**src/cfg_mode_pkg.sv**
```systemverilog
package cfg_mode_pkg;
	typedef enum logic [1:0] {
		MODE_SERIAL = 2'h0,
		MODE_COMBINED = 2'h1,
		MODE_STRAP = 2'h3
	} cfg_mode_t;
	// four-level strap codes: ground, three-eighths, five-eighths, supply
	localparam logic [1:0] LEVEL_GND = 2'h0;
	localparam logic [1:0] LEVEL_3_8 = 2'h1;
	localparam logic [1:0] LEVEL_5_8 = 2'h2;
	localparam logic [1:0] LEVEL_VDD = 2'h3;
	localparam logic [2:0] CTRL_NORMAL = 3'h0;
	localparam logic [2:0] CTRL_SHAPE_B = 3'h1;
	localparam logic [2:0] CTRL_SHAPE_A = 3'h2;
	localparam logic [2:0] CTRL_SHAPE_AB = 3'h3;
	localparam logic [2:0] CTRL_POWER_DOWN = 3'h4;
	localparam logic [2:0] CTRL_STANDBY_B = 3'h5;
	localparam logic [2:0] CTRL_STANDBY_A = 3'h6;
	localparam logic [2:0] CTRL_INTERLEAVE = 3'h7;
	// reset pin high longer than this counts as tied high
	localparam int STRAP_HOLD_NS = 1000;
	localparam int CLK_PERIOD_NS = 10;
	localparam logic [7:0] STRAP_HOLD_CYCLES = 8'((STRAP_HOLD_NS + CLK_PERIOD_NS - 1) / CLK_PERIOD_NS);
	localparam int SYNC_STAGES = 2;
endpackage : cfg_mode_pkg

```
**src/level_sync.sv**
```systemverilog
`timescale 1ns/10ps
module level_sync (
	input wire logic clk_i,
	input wire logic reset_i,
	input wire logic [6:0] d_i,
	output logic [6:0] q_o
);
	logic [6:0] stage [cfg_mode_pkg::SYNC_STAGES];
	logic [6:0] next_stage [cfg_mode_pkg::SYNC_STAGES];
	genvar g;
	generate
		for (g = 0; g < cfg_mode_pkg::SYNC_STAGES; g++) begin : g_stage
			// first stage takes the pin, later stages the stage before
			if (g == 0) begin : g_first
				always_comb begin
					next_stage[g] = d_i;
				end
			end else begin : g_next
				always_comb begin
					next_stage[g] = stage[g - 1];
				end
			end
			always_ff @(posedge clk_i) begin
				if (reset_i) begin
					stage[g] <= 7'h00;
				end else begin
					stage[g] <= next_stage[g];
				end
			end
		end
	endgenerate
	assign q_o = stage[cfg_mode_pkg::SYNC_STAGES - 1];
endmodule : level_sync

```
**src/adc_config_mode_decoder.sv**
```systemverilog
`timescale 1ns/10ps
module adc_config_mode_decoder (
	input wire logic clk_i,
	input wire logic reset_i,
	input wire logic reset_pin_i,
	input wire logic [1:0] serial_clock_level_i,
	input wire logic [1:0] serial_enable_level_i,
	input wire logic mode_pin_one_i,
	input wire logic mode_pin_two_i,
	input wire logic mode_pin_three_i,
	input wire logic reg_init_write_i,
	input wire logic reg_shape_a_i,
	input wire logic reg_shape_b_i,
	input wire logic reg_ext_ref_i,
	input wire logic reg_twos_comp_i,
	input wire logic reg_cmos_i,
	input wire logic reg_power_down_i,
	input wire logic reg_standby_a_i,
	input wire logic reg_standby_b_i,
	input wire logic reg_interleave_i,
	output logic [1:0] cfg_mode_o,
	output logic serial_port_enable_o,
	output logic reg_defaults_o,
	output logic reg_init_bit_o,
	output logic ext_ref_o,
	output logic twos_comp_o,
	output logic cmos_out_o,
	output logic noise_shaping_enable_a_o,
	output logic noise_shaping_enable_b_o,
	output logic power_down_o,
	output logic standby_a_o,
	output logic standby_b_o,
	output logic channel_interleave_mode_o
);
	// ************************************************************
	// pin synchroniser
	// ************************************************************
	logic [6:0] pins_sync;
	level_sync u_sync (
		.clk_i(clk_i),
		.reset_i(reset_i),
		.d_i({reset_pin_i, serial_clock_level_i, serial_enable_level_i, mode_pin_one_i, mode_pin_two_i}),
		.q_o(pins_sync)
	);
	// pin three rides a separate path to keep the bus width at seven
	logic pin3_meta;
	logic pin3_sync;
	logic next_pin3_meta;
	logic next_pin3_sync;
	always_comb begin
		next_pin3_meta = mode_pin_three_i;
		next_pin3_sync = pin3_meta;
	end
	always_ff @(posedge clk_i) begin
		if (reset_i) begin
			pin3_meta <= 1'b0;
			pin3_sync <= 1'b0;
		end else begin
			pin3_meta <= next_pin3_meta;
			pin3_sync <= next_pin3_sync;
		end
	end
	logic rst_pin;
	logic [1:0] clk_lvl;
	logic [1:0] en_lvl;
	logic [2:0] ctrl;
	always_comb begin
		rst_pin = pins_sync[6];
		clk_lvl = pins_sync[5:4];
		en_lvl = pins_sync[3:2];
		ctrl = {pins_sync[1:0], pin3_sync};
	end
	// ************************************************************
	// configuration mode tracking
	// ************************************************************
	// short high pulses are register resets; only a long hold means strapping
	logic [7:0] high_count;
	logic [7:0] next_high_count;
	logic rst_pin_d;
	logic pins_used;
	logic next_pins_used;
	cfg_mode_pkg::cfg_mode_t mode;
	cfg_mode_pkg::cfg_mode_t next_mode;
	logic defaults;
	logic next_defaults;
	logic init_bit;
	logic next_init_bit;
	always_comb begin
		next_high_count = high_count;
		next_mode = mode;
		next_pins_used = pins_used;
		next_defaults = 1'b0;
		next_init_bit = init_bit;
		if (rst_pin) begin
			if (high_count < cfg_mode_pkg::STRAP_HOLD_CYCLES) begin
				next_high_count = high_count + 8'h01;
			end else begin
				next_mode = cfg_mode_pkg::MODE_STRAP;
			end
		end else begin
			next_high_count = 8'h00;
			if (mode == cfg_mode_pkg::MODE_STRAP) begin
				next_mode = pins_used ? cfg_mode_pkg::MODE_COMBINED : cfg_mode_pkg::MODE_SERIAL;
			end
		end
		// falling edge of a reset pulse restores defaults
		if (rst_pin_d && !rst_pin) begin
			next_defaults = 1'b1;
		end
		if (reg_init_write_i) begin
			next_init_bit = 1'b1;
		end else if (init_bit) begin
			next_defaults = 1'b1;
			next_init_bit = 1'b0;
		end
		// any control pin high after power-up means the board uses them
		if (ctrl != cfg_mode_pkg::CTRL_NORMAL) begin
			next_pins_used = 1'b1;
		end
		if (mode != cfg_mode_pkg::MODE_STRAP) begin
			next_mode = next_pins_used ? cfg_mode_pkg::MODE_COMBINED : cfg_mode_pkg::MODE_SERIAL;
		end
		if (next_high_count >= cfg_mode_pkg::STRAP_HOLD_CYCLES) begin
			next_mode = cfg_mode_pkg::MODE_STRAP;
		end
	end
	always_ff @(posedge clk_i) begin
		if (reset_i) begin
			high_count <= 8'h00;
			rst_pin_d <= 1'b0;
			mode <= cfg_mode_pkg::MODE_SERIAL;
			pins_used <= 1'b0;
			defaults <= 1'b0;
			init_bit <= 1'b0;
		end else begin
			high_count <= next_high_count;
			rst_pin_d <= rst_pin;
			mode <= next_mode;
			pins_used <= next_pins_used;
			defaults <= next_defaults;
			init_bit <= next_init_bit;
		end
	end
	// ************************************************************
	// mode decode
	// ************************************************************
	logic [12:0] outs;
	logic [12:0] next_outs;
	logic shape_a;
	logic shape_b;
	logic pd;
	logic sb_a;
	logic sb_b;
	logic ilv;
	logic strap;
	logic use_pins;
	always_comb begin
		strap = (mode == cfg_mode_pkg::MODE_STRAP);
		use_pins = (mode != cfg_mode_pkg::MODE_SERIAL);
		shape_a = 1'b0;
		shape_b = 1'b0;
		pd = 1'b0;
		sb_a = 1'b0;
		sb_b = 1'b0;
		ilv = 1'b0;
		case (ctrl)
			cfg_mode_pkg::CTRL_NORMAL: begin
			end
			cfg_mode_pkg::CTRL_SHAPE_B: shape_b = 1'b1;
			cfg_mode_pkg::CTRL_SHAPE_A: shape_a = 1'b1;
			cfg_mode_pkg::CTRL_SHAPE_AB: begin
				shape_a = 1'b1;
				shape_b = 1'b1;
			end
			cfg_mode_pkg::CTRL_POWER_DOWN: pd = 1'b1;
			cfg_mode_pkg::CTRL_STANDBY_B: sb_b = 1'b1;
			cfg_mode_pkg::CTRL_STANDBY_A: sb_a = 1'b1;
			cfg_mode_pkg::CTRL_INTERLEAVE: ilv = 1'b1;
			default: begin
			end
		endcase
		if (!use_pins) begin
			{shape_a, shape_b, pd, sb_a, sb_b, ilv} = 6'h00;
		end
		next_outs[12:11] = mode;
		next_outs[10] = !strap;
		if (strap) begin
			next_outs[9] = (clk_lvl == cfg_mode_pkg::LEVEL_3_8) || (clk_lvl == cfg_mode_pkg::LEVEL_5_8);
			next_outs[8] = (en_lvl == cfg_mode_pkg::LEVEL_3_8) || (en_lvl == cfg_mode_pkg::LEVEL_5_8);
			next_outs[7] = (en_lvl == cfg_mode_pkg::LEVEL_5_8) || (en_lvl == cfg_mode_pkg::LEVEL_VDD);
		end else begin
			next_outs[9] = reg_ext_ref_i;
			next_outs[8] = reg_twos_comp_i;
			next_outs[7] = reg_cmos_i;
		end
		// a set register enable wins; both clear hands control to the pins, except in serial mode where the pin decode is forced off
		next_outs[6] = reg_shape_a_i || shape_a;
		next_outs[5] = reg_shape_b_i || shape_b;
		next_outs[4] = pd || (!strap && reg_power_down_i);
		next_outs[3] = sb_a || (!strap && reg_standby_a_i);
		next_outs[2] = sb_b || (!strap && reg_standby_b_i);
		next_outs[1] = ilv || (!strap && reg_interleave_i);
		next_outs[0] = 1'b0;
	end
	always_ff @(posedge clk_i) begin
		if (reset_i) begin
			outs <= 13'h0000;
		end else begin
			outs <= next_outs;
		end
	end
	assign cfg_mode_o = outs[12:11];
	assign serial_port_enable_o = outs[10];
	assign ext_ref_o = outs[9];
	assign twos_comp_o = outs[8];
	assign cmos_out_o = outs[7];
	assign noise_shaping_enable_a_o = outs[6];
	assign noise_shaping_enable_b_o = outs[5];
	assign power_down_o = outs[4];
	assign standby_a_o = outs[3];
	assign standby_b_o = outs[2];
	assign channel_interleave_mode_o = outs[1];
	assign reg_defaults_o = defaults;
	assign reg_init_bit_o = init_bit;
endmodule : adc_config_mode_decoder

```
**config.mk**
```make
export PLATFORM = sky130hd
export DESIGN_NAME = adc_config_mode_decoder
export DESIGN_NICKNAME = d
export VERILOG_FILES = /design/src/cfg_mode_pkg.sv /design/src/level_sync.sv /design/src/adc_config_mode_decoder.sv
export SDC_FILE = /design/constraint.sdc
export NUM_CORES = 1
export LEC_CHECK = 0
export ABC_AREA = 1
export BUFFER_PORTS_ARGS = -buffer_cell sky130_fd_sc_hd__clkbuf_2
export CORE_MARGIN = 4
export CORE_UTILIZATION = 35
export CTS_BUF_LIST = sky130_fd_sc_hd__clkbuf_8
export DETAILED_ROUTE_END_ITERATION = 7
export PLACE_DENSITY_LB_ADDON = 0.15
export SLEW_MARGIN = 20
export SYNTH_ARGS = -nofsm -noshare
export SYNTH_HDL_FRONTEND = slang
export SYNTH_HIERARCHICAL = 1
export SYNTH_SLANG_ARGS = --single-unit
```
**constraint.sdc**
```tcl
create_clock -name clk_i -period 3.7 [get_ports clk_i]
set_input_delay 0.74 -clock clk_i [delete_from_list [all_inputs] [get_ports clk_i]]
set_output_delay 0.74 -clock clk_i [all_outputs]
set_load 0.02 [all_outputs]
```
# ---- Word level (Yosys, flattened, before mapping)
# Memory sizes are Yosys's and may differ from the RTL's.
# Cells that the tools add are included.
dict set report op_classes {
  addsub 1
  magnitude_cmp 2
  reduce_logical 22
  n_bitwise 2
  eq_ne 15
  mux 32
}
# op count
set ops {}
lappend ops {{1-bit 2-to-1 mux} 22}
lappend ops {{8-bit 2-to-1 mux} 2}
lappend ops {{7-bit 2-to-1 mux} 2}
lappend ops {{3-bit == test, second input constant} 4}
lappend ops {{2-bit 2-to-1 mux} 5}
lappend ops {{1-bit logical OR} 9}
lappend ops {{8-bit by 1-bit adder with 8-bit output, second input constant} 1}
lappend ops {{2-bit == test, second input constant} 4}
lappend ops {{8-bit by 7-bit >= comparator with 1-bit output, second input constant} 1}
lappend ops {{8-bit by 7-bit less-than comparator with 1-bit output, second input constant} 1}
lappend ops {{3-bit by 2-bit == test with 1-bit output, second input constant} 2}
lappend ops {{1-bit logical AND} 5}
lappend ops {{2-bit by 1-bit == test with 1-bit output, second input constant} 2}
lappend ops {{4-bit by 2-bit != test with 1-bit output, second input constant} 1}
lappend ops {{4-bit nonzero test} 1}
lappend ops {{2-bit OR reduction} 2}
lappend ops {{3-bit by 1-bit == test with 1-bit output, second input constant} 1}
lappend ops {{3-bit 2-to-1 mux} 1}
lappend ops {{3-bit nonzero test} 1}
lappend ops {{1-bit logical NOT} 2}
lappend ops {{2-bit != test, second input constant} 1}
lappend ops {{1-bit OR} 2}
lappend ops {{2-bit AND reduction} 1}
lappend ops {{2-bit nonzero test} 1}
dict set report word_totals {
  register_bits 28
  mem_count 1
  output_inout_bits 14
  in_bits 20
  ram_bits 14
}
# name depth width read_ports rd_clocked_by_memory_dff write_ports line
set memory_table {}
lappend memory_table {u_sync.stage 2 7 2 0 2 level_sync.sv:8} ;# logic [6:0] stage [cfg_mode_pkg::SYNC_STAGES];

# ---- Longest topological paths before layout
# Gate-level depths: netlist (run 1).
dict set report logic_depth {
  ltp_word 6
  ltp_mapped 12
  depth_no_buf 12
}

# ---- Hierarchy
# The synthesis (run 1) kept the hierarchy.
# mod area_each_um2 cells_per_inst n_inst
set by_module_without_submodules {}
lappend by_module_without_submodules {adc_config_mode_decoder 1154.9 155 1}
lappend by_module_without_submodules {level_sync 396.6 43 1}

# ---- Worst setup path after synthesis (run 1)
# OpenSTA, ideal clock, no wires.
dict set report synth_timing {
  path_type {input to register}
  startpoint {in reset_i}
  endpoint {reg high_count[2]}
  n_path_buf 2
  required_time_ns 3.572
  t_arrival_ns 1.241
  path_stages 3
  setup_ns 0.128
  path_slack_ns 2.332
  cell_sequence {buf_2 > buf_1 > nor2_1}
}
# item line
set synth_lines {}
lappend synth_lines {{from (decl)} adc_config_mode_decoder.sv:4} ;# input wire logic reset_i,
lappend synth_lines {{to (signal assigned)} adc_config_mode_decoder.sv:136} ;# high_count <= next_high_count;
lappend synth_lines {{to (decl)} adc_config_mode_decoder.sv:77} ;# logic [7:0] high_count;
# No word-level cell between the ends.

# ---- Worst setup path in the final report (run 1)
dict set report layout_timing {
  startpoint {reg high_count[0]}
  endpoint {reg mode[0]}
}
dict set report layout_between {
  elab_chain_len 6
}
# item line
set layout_rtl {}
lappend layout_rtl {{8-bit by 1-bit adder with 8-bit output / 8-bit by 7-bit less-than comparator with 1-bit output (equally long branches)} {adc_config_mode_decoder.sv:96, adc_config_mode_decoder.sv:95}}
lappend layout_rtl {{8-bit 2-to-1 mux} adc_config_mode_decoder.sv:95} ;# if (high_count < cfg_mode_pkg::STRAP_HOLD_CYCLES) begin
lappend layout_rtl {{8-bit 2-to-1 mux} adc_config_mode_decoder.sv:94} ;# if (rst_pin) begin
lappend layout_rtl {{8-bit by 7-bit >= comparator with 1-bit output} adc_config_mode_decoder.sv:123} ;# if (next_high_count >= cfg_mode_pkg::STRAP_HOLD_CYCLES) begin
lappend layout_rtl {{4-bit by 2-bit != test with 1-bit output (no line) / 4-bit nonzero test (equally long branches)} --}
lappend layout_rtl {{2-bit AND reduction (no line)} --}
lappend layout_rtl {{to (signal assigned)} adc_config_mode_decoder.sv:131} ;# mode <= cfg_mode_pkg::MODE_SERIAL;
lappend layout_rtl {{to (signal assigned)} adc_config_mode_decoder.sv:138} ;# mode <= next_mode;
lappend layout_rtl {{to (decl)} adc_config_mode_decoder.sv:82} ;# cfg_mode_pkg::cfg_mode_t mode;
# Parallel ways exist; a longest one is shown, timed or not.
# A chain may end at the register's enable or synchronous reset.

==> results of run 1 <==
## Yosys cell counts, types with 2 or more instances
cell type	instances
inv_1	34
nand3_1	10
nand2_1	35
o21ai_1	4
nand2_2	3
inv_2	4
ha_1	3
nor2_2	2
nor2_1	36
a31oi_1	2
o21ai_0	4
dfxtp_1	42
a21oi_1	3
nor3_1	3
nand4_1	3
## worst min-delay path: cells and delay by family (launching register included)
kind | cells | cell delay (ns)
buf+inv | 1 | 0.04
flops | 1 | 0.30
simple gates | 1 | 0.03
## layer usage
metal | vias up | wire (um) | track usage [%]
met5 | - | 0 | 0
met4 | 0 | 22 | 3.557
met3 | 2 | 195 | 4.189
met2 | 28 | 1148 | 17.37
met1 | 500 | 1336 | 13.08
li1 | 673 | - | -
## worst max-delay path by stage
| stage | start | end | slack (ns) | cells past startpoint |
|---|---|---|---|---|
| 3_3_place_gp | reset_i | outs[2]$_SDFF_PP0_ | 1.91 | 4 |
| 3_5_place_dp | reset_i | outs[2]$_SDFF_PP0_ | 1.89 | 4 |
| 4_1_cts | high_count[0]$_SDFF_PP0_ | mode[0]$_SDFFE_PP0P_ | 2.13 | 11 |
| 5_1_grt | high_count[0]$_SDFF_PP0_ | mode[1]$_SDFFE_PP0P_ | 1.92 | 11 |
| 6_report | high_count[0]$_SDFF_PP0_ | mode[0]$_SDFFE_PP0P_ | 2.14 | 11 |
| 2_1_floorplan | reset_i | high_count[2]$_SDFF_PP0_ | 2.33 | 3 |
## layout make-up
class	instances	area [um^2]	share of cell area, %
inverter	39	148.9	8.046
clock inverter	2	8.758	0.4733
clock buffer	6	82.58	4.462
tap	50	62.56	3.381
timing repair buffer	33	165.2	8.925
sequential	42	840.8	45.44
multi-input combinational	114	541.8	29.28
## cell families (layout without fill, tap and decap cells)
logic type	Yosys count	count (layout)
AOI/OAI and AO/OA	15	15
xor gates and xnor gates	2	2
adders and majority gates	3	3
buffers and inverters	42	80
DFF	42	42
and+or+nand+nor	94	94
## metrics by stage
stage / total power [mW] / instance area, um^2 / instances
2_1_floorplan: 0.5241 / 1551 / 198
3_3_place_gp: 0.5465 / 1759 / 278
3_5_place_dp: 0.5469 / 1759 / 278
4_1_cts: 0.8393 / 1851 / 286
5_1_grt: 0.8659 / 1851 / 286
6_report: 0.8278 / 1851 / 286
## state kept, by name, summed over array words and instances, names as in the netlist
signal	flops
high_count	8
mode	2
next_pin3_sync	1
outs	12
pin3_sync	1
pins_used	1
reg_defaults_o	1
reg_init_bit_o	1
rst_pin_d	1
u_sync/stage	14
## power breakdown
group | switching, mW | total (mW) | internal, mW | leakage [nW]
combinational | 0.0343 | 0.0571 | 0.0228 | 0.541
clock | 0.145 | 0.293 | 0.148 | 0.0524
sequential | 0.00775 | 0.478 | 0.470 | 0.346
total | 0.187 | 0.828 | 0.641 | 0.939
==> results.md, run 1 <==
* Status: complete, no violations
* Area grow syn2layout at 19.27%
* CTS sink count at 42
* Slew HR at 59.50%
* Hold slack final at 0.4031 ns
* CP most frequent cell: nand2_1
* Startpoint class of the critical path: flop
* Number of flops mapped to enable cells by yosys at 0
* Area share of xor/xnor cells in the synthesized design at 1.129%
* Final min period at 1.556 ns
* Final Cycle Share at 42.06%
* Cells after Synth at 198
* Slowest cell on crit path: dfxtp_1
* Post-synthesis compound-gate area fraction at 5.403%
* Die ar. at 5562 um^2
* Drt wl/cell at 9.451 um
* Ys flop type: dfxtp_1
* Simple-gate share of the synthesized area at 25.97%
* Distinct cells, synth at 25
* MaxCap Viol Count at 0
* Flop-to-flop setup slack at 2.14 ns
* Main combinational cell family by area after synthesis: simple AND/OR/NAND/NOR gates
* Buf+Inv Stages, Crit Path at 1
* ANT cells at 0
* Synthesized area at 1551 um^2
* Synth area leader: dfxtp_1
* Num CTS Buffers at 5
* Vias at 1203
* Final hold violation count at 0
* Yosys reg bits at 42
* Gr ovfl total at 0
* First-pass GRT wire length at 4.574 mm
* Ys Warns at 6
* Drt pass-1 iters at 4
* RSZ-0062 raised after global routing: no
* Synth top area cells: dfxtp_1 (54%), nor2_1 (8.7%), nand2_1 (8.5%)
* Post-route antenna net violation count at 0
* Top-area cell type share of the netlist area at 54.19%
* Clk pin slew, worst setup/hold paths at 0.08 ns
* Mapped Nets at 221
* Most common cell after layout, fill and taps aside: dfxtp_1
* Reg-to-Reg Start: high_count[0]$_SDFF_PP0_
* Post_cts resized at 0
* Total track usage at 10.73%
* Skew final at 0.01012 ns
* Min-delay worst type: reg2reg
* Vias in the first global route at 1105
* Syn avg cell area at 7.836 um^2
* Io pins at 34
* H-tree depth at 2
* Final #Nets at 258
* Worst-Margin Slew at 0.6075 ns
* Starting Density at 37.44%
* CP max stage delay at 0.45 ns
* Setup TNS after final layout at 0 ns
* Final setup vio count at 0
* Worst IR Drop VDD at 228.0 uV
* Std cell rows at 23
* Reg-to-Reg End: mode[0]$_SDFFE_PP0P_
* Layout cells sized above 1 at 22.03%
* R2R cell count at 11
* Fmax at 0.6426 GHz
* LEAKAGE at 0.9389 nW
* DRT Wirelength at 2.703 mm
* Hold depth at 2
* Mux cell area share after synthesis at 0%
* Fill cell count at 458
* I/O Buffers at 33
* Critical Path RT at 3.94 ns
* Critical path peak fanout at 6
* Synth async-reset ratio at 0%
* CP cell instances: ha_1 -> nand4_1 -> nor2_1 -> nand2_1 -> nand2_1 -> nand2_1 -> nor2_2 -> nand2_1 -> nand3_1 -> nand2_1 -> inv_1
* DP HPWL at 2.038 mm
* Post-Synth Adder-Cell Area at 2.419%
* Final worst setup slack at 2.144 ns
* CTS tree: built
* Commonest non-fill, non-tap cells in the layout: dfxtp_1 (42), nor2_1 (36), inv_1 (35), nand2_1 (35), clkbuf_2 (33)
* Dpl ws at 1.891 ns
* Finished Core Util at 44.66%
* Initial antenna violation count at 0
* Crit. End Element: flop
* Critical path arrival at 1.80 ns
* Die Ht at 74.58 um
* DRC at 0
* 1st-iter DRT viols at 57
* Hold Path Sink: u_sync/stage[1][2]$_SDFF_PP0_
* Largest net degree at the start of global routing at 33
* Hold path start: u_sync/stage[0][2]$_SDFF_PP0_
* Core area at 4144 um^2
* Power Dens Cells at 447.3 nW/um^2
* Critical path type: reg2reg
* Gpl congestion at 0.7112
* Post-CTS Setup Bufs at 0
* Cts hold-fix bufs at 0
* Max-slew violations at 0
* Seq/Total Area, Yosys at 54.19%
* Root buf cell: clkbuf_8
* Drt via density at 4.206
* CP delay by family, top: simple AND/OR/NAND/NOR gates
* Clock Latency Late Sink at 0.28 ns
* CTS Buffer Depth at 2
* Die W at 74.58 um
(Power assumes the default switching activity.)
==> run 2, diff against run 1 <==
==> constraint.sdc (replaced) <==
create_clock -name clk_i -period 1.3 [get_ports clk_i]
set_input_delay 0.26 -clock clk_i [delete_from_list [all_inputs] [get_ports clk_i]]
set_output_delay 0.26 -clock clk_i [all_outputs]
set_load 0.02 [all_outputs]
==> results.md, run 2 (synthesized netlist as in run 1, its figures left out) <==
* DP HPWL at 2.108 mm
* Vias at 1283
* Sw Share at 21.99%
* Final #Nets at 270
* Die W at 74.58 um
* CTS Buffer Depth at 2
* H-tree depth at 2
* Final Cycle Share at 101.3%
* Flop-to-flop setup slack at -0.02 ns
* Gpl congestion at 0.8166
* Hold slack final at 0.1501 ns
* Clock Latency Late Sink at 0.29 ns
* Pint at 1.970 mW
* Fill cell count at 429
* I/O Buffers at 33
* Vias in the first global route at 1180
* Critical Path RT at 1.50 ns
* Crit. End Element: flop
* Sequential power share at 53.6%
* RSZ-0062 raised after global routing: yes
* Comb power frac at 6.8%
* Drt via density at 4.305
* Placed Area at 1828 um^2
* Most common cell after layout, fill and taps aside: dfxtp_1
* Core area at 4144 um^2
* Commonest non-fill, non-tap cells in the layout: dfxtp_1 (37), nor2_1 (36), inv_1 (34), nand2_1 (34), clkbuf_2 (33)
* Final setup vio count at 2
* Num CTS Buffers at 5
* Fmax at 0.7594 GHz
* MaxCap Viol Count at 0
* Slew HR at 81.55%
* Critical path arrival at 1.51 ns
* Critical path peak fanout at 3
* Final Cell Area at 1998 um^2
* DRT Wirelength at 2.819 mm
* Largest regs: u_sync/stage: 14 flops, outs: 12 flops, high_count: 8 flops
* Status: finished with violations
* Largest register by flop count: u_sync/stage
* CTS tree: built
* Largest register FFs at 14
* Total track usage at 11.32%
* Area grow syn2layout at 28.79%
* Startpoint class of the critical path: flop
* Die Ht at 74.58 um
* Clock power frac at 39.6%
* Final min period at 1.317 ns
* Layout cells sized above 1 at 29.03%
* Critical path type: reg2reg
* Io pins at 34
* Worst-Margin Slew at 0.2731 ns
* Min-delay worst type: in2reg
* Drt wl/cell at 9.460 um
* Final worst setup slack at -0.01691 ns
* Largest net degree at the start of global routing at 19
* Root buf cell: clkbuf_8
* DRC at 0
* Cts hold-fix bufs at 0
* Clk pin slew, worst setup/hold paths at 0.08 ns
* Gr ovfl total at 0
* ANT cells at 0
* Die ar. at 5562 um^2
* CTS sink count at 42
* Failing checks: negative setup slack
* Drt pass-1 iters at 4
* First-pass GRT wire length at 4.836 mm
* Finished Layout Cells at 298
* Std cell rows at 23
* Initial antenna violation count at 0
* Worst IR Drop VDD at 871.6 uV
* Max-slew violations at 0
* Design Power at 2.525 mW
* Power Dens Cells at 1264 nW/um^2
* Starting Density at 37.44%
* 1st-iter DRT viols at 52
* Skew final at 0.007103 ns
* LEAKAGE at 1.021 nW
* Placed insts at 287
* Final hold violation count at 0
* Sw power at 0.5551 mW
* Post-route antenna net violation count at 0
-- run 2: cell count changes in the layout (fill, tap and decap cells not counted), moves of 2 or more --
cell	previous run	this run
dfxtp_2	0	3
dfxtp_1	42	37
buf_4	0	11
dfxtp_4	0	2
-- run 2: power by group through the flow --
stage	sequential (mW)	clock, mW	combinational (mW)
global route	1.36	1.08	0.197
floorplan	1.42	0	0.0765
global placement	1.39	0	0.173
detailed placement	1.39	0	0.173
finish	1.35	0.999	0.171
CTS	1.36	1.02	0.174
-- run 2: stage by stage --
| stage | worst slack [ns] | utilization, % | setup TNS (ns) |
|---|---|---|---|
| floorplan | 0.004209 | - | 0 |
| global placement | -0.02720 | 44.11 | -0.05364 |
| detailed placement | -0.04450 | 44.11 | -0.08848 |
| CTS | -0.01234 | 47.34 | -0.02390 |
| global route | -0.1937 | 48.22 | -0.4501 |
| finish | -0.01691 | 48.22 | -0.03304 |
-- run 2: layout make-up --
class	count	area (um^2)	share of cell area, %
inverter	39	148.9	7.451
timing repair buffer	45	259.0	12.96
multi-input combinational	114	566.8	28.37
tap	50	62.56	3.131
clock buffer	5	68.82	3.444
clock inverter	3	40.04	2.004
sequential	42	852.1	42.64
-- run 2: critical path, stage by stage (launching register included) --
cell and delay (ns):
dfxtp_4 0.37, buf_6 0.11, buf_4 0.10, nand3_1 0.05
nand2_1 0.06, nand2_1 0.05, nand3_1 0.06, nand2_1 0.05
nand2_1 0.08, nand3_1 0.07, nand2_1 0.09, nand3_1 0.07
nand2_1 0.06, inv_1 0.03
-- run 2: layer usage --
metal	GRT usage (%)	vias up	share of wire (%)
li1	-	696	-
met1	14.06	554	48
met2	18.34	28	44
met3	3.649	5	6.5
met4	4.150	0	1.0
met5	0	-	0
-- run 2: what timing repair did --
item,CTS,global route
setup buffers,1,2
setup endpoints to repair,2,3
resized for setup,6,6
pin swaps,5,6
-- run 2: final timing paths --
check | startpoint | to | cells past startpoint
setup / recovery | high_count[1]$_SDFF_PP0_ | mode[0]$_SDFFE_PP0P_ | 13
hold / removal | serial_enable_level_i[1] | u_sync/stage[0][3]$_SDFF_PP0_ | 3
setup reg to reg | high_count[1]$_SDFF_PP0_ | mode[0]$_SDFFE_PP0P_ | 13
hold reg to reg | u_sync/stage[0][0]$_SDFF_PP0_ | u_sync/stage[1][0]$_SDFF_PP0_ | 2
==> run 3, diff against run 2 <==
--- a/config.mk
+++ b/config.mk
@@ -5,7 +5,6 @@
 export SDC_FILE = /design/constraint.sdc
 export NUM_CORES = 1
 export LEC_CHECK = 0
-export ABC_AREA = 1
 export BUFFER_PORTS_ARGS = -buffer_cell sky130_fd_sc_hd__clkbuf_2
 export CORE_MARGIN = 4
 export CORE_UTILIZATION = 35
==> results.md, run 3 <==
* Synth area leader: dfxtp_1
* Final setup vio count at 4
* Drt wl/cell at 11.36 um
* Power Dens Cells at 1195 nW/um^2
* Met3 WL post-DR at 215 um
* Fill cell count at 415
* Cells after Synth at 162
* Layout cells sized above 1 at 36.32%
* Top-area cell type share of the netlist area at 53.46%
* Synth top area cells: dfxtp_1 (53%), nor2b_2 (6.1%), nor2_1 (5.3%)
* Clk pin slew, worst setup/hold paths at 0.08 ns
* CP max stage delay at 0.33 ns
* Post-route antenna net violation count at 0
* Drt pass-1 iters at 4
* Most common cell after layout, fill and taps aside: dfxtp_1
* Largest register FFs at 14
* Final worst setup slack at -0.1062 ns
* Most frequent cell after synthesis: dfxtp_1
* Finished Layout Cells at 264
* Total track usage at 11.86%
* Io pins at 34
* Clock Latency Late Sink at 0.28 ns
* Die Ht at 75.04 um
* Gr ovfl total at 0
* Std cell rows at 24
* Root buf cell: clkbuf_8
* Largest net degree at the start of global routing at 33
* Syn avg cell area at 9.708 um^2
* Fmax at 0.7111 GHz
* Dpl ws at -0.1091 ns
* Mapped Nets at 185
* Drt via density at 4.686
* Gpl congestion at 0.7945
* RSZ-0062 raised after global routing: yes
* Largest register by flop count: u_sync/stage
* Max-slew violations at 0
* Min-delay worst type: in2reg
* 1st-iter DRT viols at 69
* Vias at 1237
* Synth async-reset ratio at 0%
* Area grow syn2layout at 28.00%
* Starting Density at 36.12%
* Critical path arrival at 1.58 ns
* Commonest non-fill, non-tap cells in the layout: dfxtp_1 (40), clkbuf_2 (33), nor2_1 (22), buf_4 (16), nor2b_2 (10)
* H-tree depth at 2
* Failing checks: negative setup slack
* Number of flops mapped to enable cells by yosys at 0
* Most frequent cells after synthesis: dfxtp_1 (42), nor2_1 (22), nor2b_2 (11)
* CTS Buffer Depth at 2
* Yosys reg bits at 42
* Critical path peak fanout at 5
* Setup TNS after final layout at -0.2449 ns
* Placed insts at 252
* Startpoint class of the critical path: flop
* Num CTS Buffers at 5
* Synthesized area at 1573 um^2
* CTS sink count at 42
* Die ar. at 5630 um^2
* Status: finished with violations
* Slew HR at 76.98%
* Seq/Total Area, Yosys at 53.46%
* Final #Nets at 234
* Final hold violation count at 0
* CTS tree: built
* Ys flop type: dfxtp_1
* Critical Path RT at 1.47 ns
* LEAKAGE at 0.8900 nW
* Critical path type: reg2reg
* Vias in the first global route at 1175
* Slowest cell on crit path: dfxtp_2
* Die W at 75.04 um
* Initial antenna violation count at 0
* Worst IR Drop VDD at 561.1 uV
* Design Power at 2.405 mW
* DP HPWL at 2.099 mm
* DRC at 0
* Finished Core Util at 46.24%
* MaxCap Viol Count at 0
* Met2 WL at 1.405 mm
* I/O Buffers at 33
* Worst-Margin Slew at 0.3453 ns
* Skew final at 0.004994 ns
* ANT cells at 0
* First-pass GRT wire length at 5.092 mm
* Largest regs: u_sync/stage: 14 flops, outs: 12 flops, high_count: 8 flops
* Final min period at 1.406 ns
* Distinct cells, synth at 36
* Ys Warns at 6
* Core area at 4354 um^2
* DRT Wirelength at 3.000 mm
* Final Cycle Share at 108.2%
* Crit. End Element: flop
* CP cell instances: ha_2 -> nor2b_4 -> and3b_1 -> a311oi_2 -> a2bb2oi_2 -> o21ai_1
* M1 WL at 1.344 mm
* Uppermost layer routed: met4
==> run 3: changes by cell type after synthesis, moves of 4 or more <==
cell,change
a21oi_1,+5
nor2b_1,+6
inv_1,-29
nand3_1,-7
nor3_1,+6
a211oi_1,+4
nor2b_2,+11
inv_2,-4
nand2_1,-28
nor2_1,-14
==> run 3: what timing repair did <==
item	in CTS	in global routing
endpoints found under the hold margin	0	0
setup buffers	3	1
cloned	0	0
resized for setup	1	3
hold buffers	0	0
pin swaps	2	1
endpoints found under the setup margin	3	7
==> run 3: worst max-delay path, delay by kind of cell (launching register included) <==
| family | cells | cell delay (ns) |
|---|---|---|
| adders and majority gates | 1 | 0.17 |
| and+or+nand+nor | 2 | 0.32 |
| DFF | 1 | 0.33 |
| AOI/OAI and AO/OA | 3 | 0.47 |
==> run 3: area by class of cell <==
cell class / count / area, um^2 / area share (%)
Timing Repair Buffer: 50 / 305.3 / 15.16
Clock inverter: 2 / 12.51 / 0.6215
Multi-Input combinational cell: 107 / 685.7 / 34.06
Sequential cell: 42 / 843.3 / 41.89
Inverter: 5 / 18.77 / 0.9323
Tap cell: 52 / 65.06 / 3.232
Clock buffer: 6 / 82.58 / 4.102
==> run 3: layer usage <==
metal	global-route usage [%]	vias up
met5	0	-
met4	4.941	0
met3	4.673	6
met2	17.21	40
met1	15.66	548
li1	-	643
==> run 3: path summary, 6_finish.rpt <==
path	start	endpoint	slack [ns]	cells after the start
worst min register to register	u_sync/stage[0][6]$_SDFF_PP0_	u_sync/stage[1][6]$_SDFF_PP0_	0.44	1
worst min-delay path	mode_pin_two_i	u_sync/stage[0][0]$_SDFF_PP0_	0.17	2
worst max register to register	high_count[1]$_SDFF_PP0_	mode[1]$_SDFFE_PP0P_	-0.11	6
worst max-delay path	high_count[1]$_SDFF_PP0_	mode[1]$_SDFFE_PP0P_	-0.11	6
==> run 3: cell families (layout without fill, tap and decap cells) <==
logic type | Yosys count | in the layout | share of synthesized area [%]
simple gates | 71 | 71 | 24.82
flops | 42 | 42 | 53.46
xor+xnor | 4 | 4 | 2.228
compound gates | 28 | 28 | 12.25
mux | 1 | 1 | 0.6365
buf+inv | 13 | 63 | 4.216
fa+ha+maj | 3 | 3 | 2.387
==> run 3: where the power goes <==
group / internal, mW / switching (mW) / total, mW
Sequential: 1.34 / 0.0206 / 1.36
Clock: 0.431 / 0.434 / 0.865
Combinational: 0.0877 / 0.0939 / 0.182
==> run 3: through the flow <==
stage | hold slack, ns | instance area, um^2
after floorplan | 0.3316 | 1583
after global placement | 0.4143 | 1876
after CTS | 0.1667 | 1998
after global routing | 0.1637 | 2013
after detailed placement | 0.4231 | 1876
final | 0.1745 | 2013
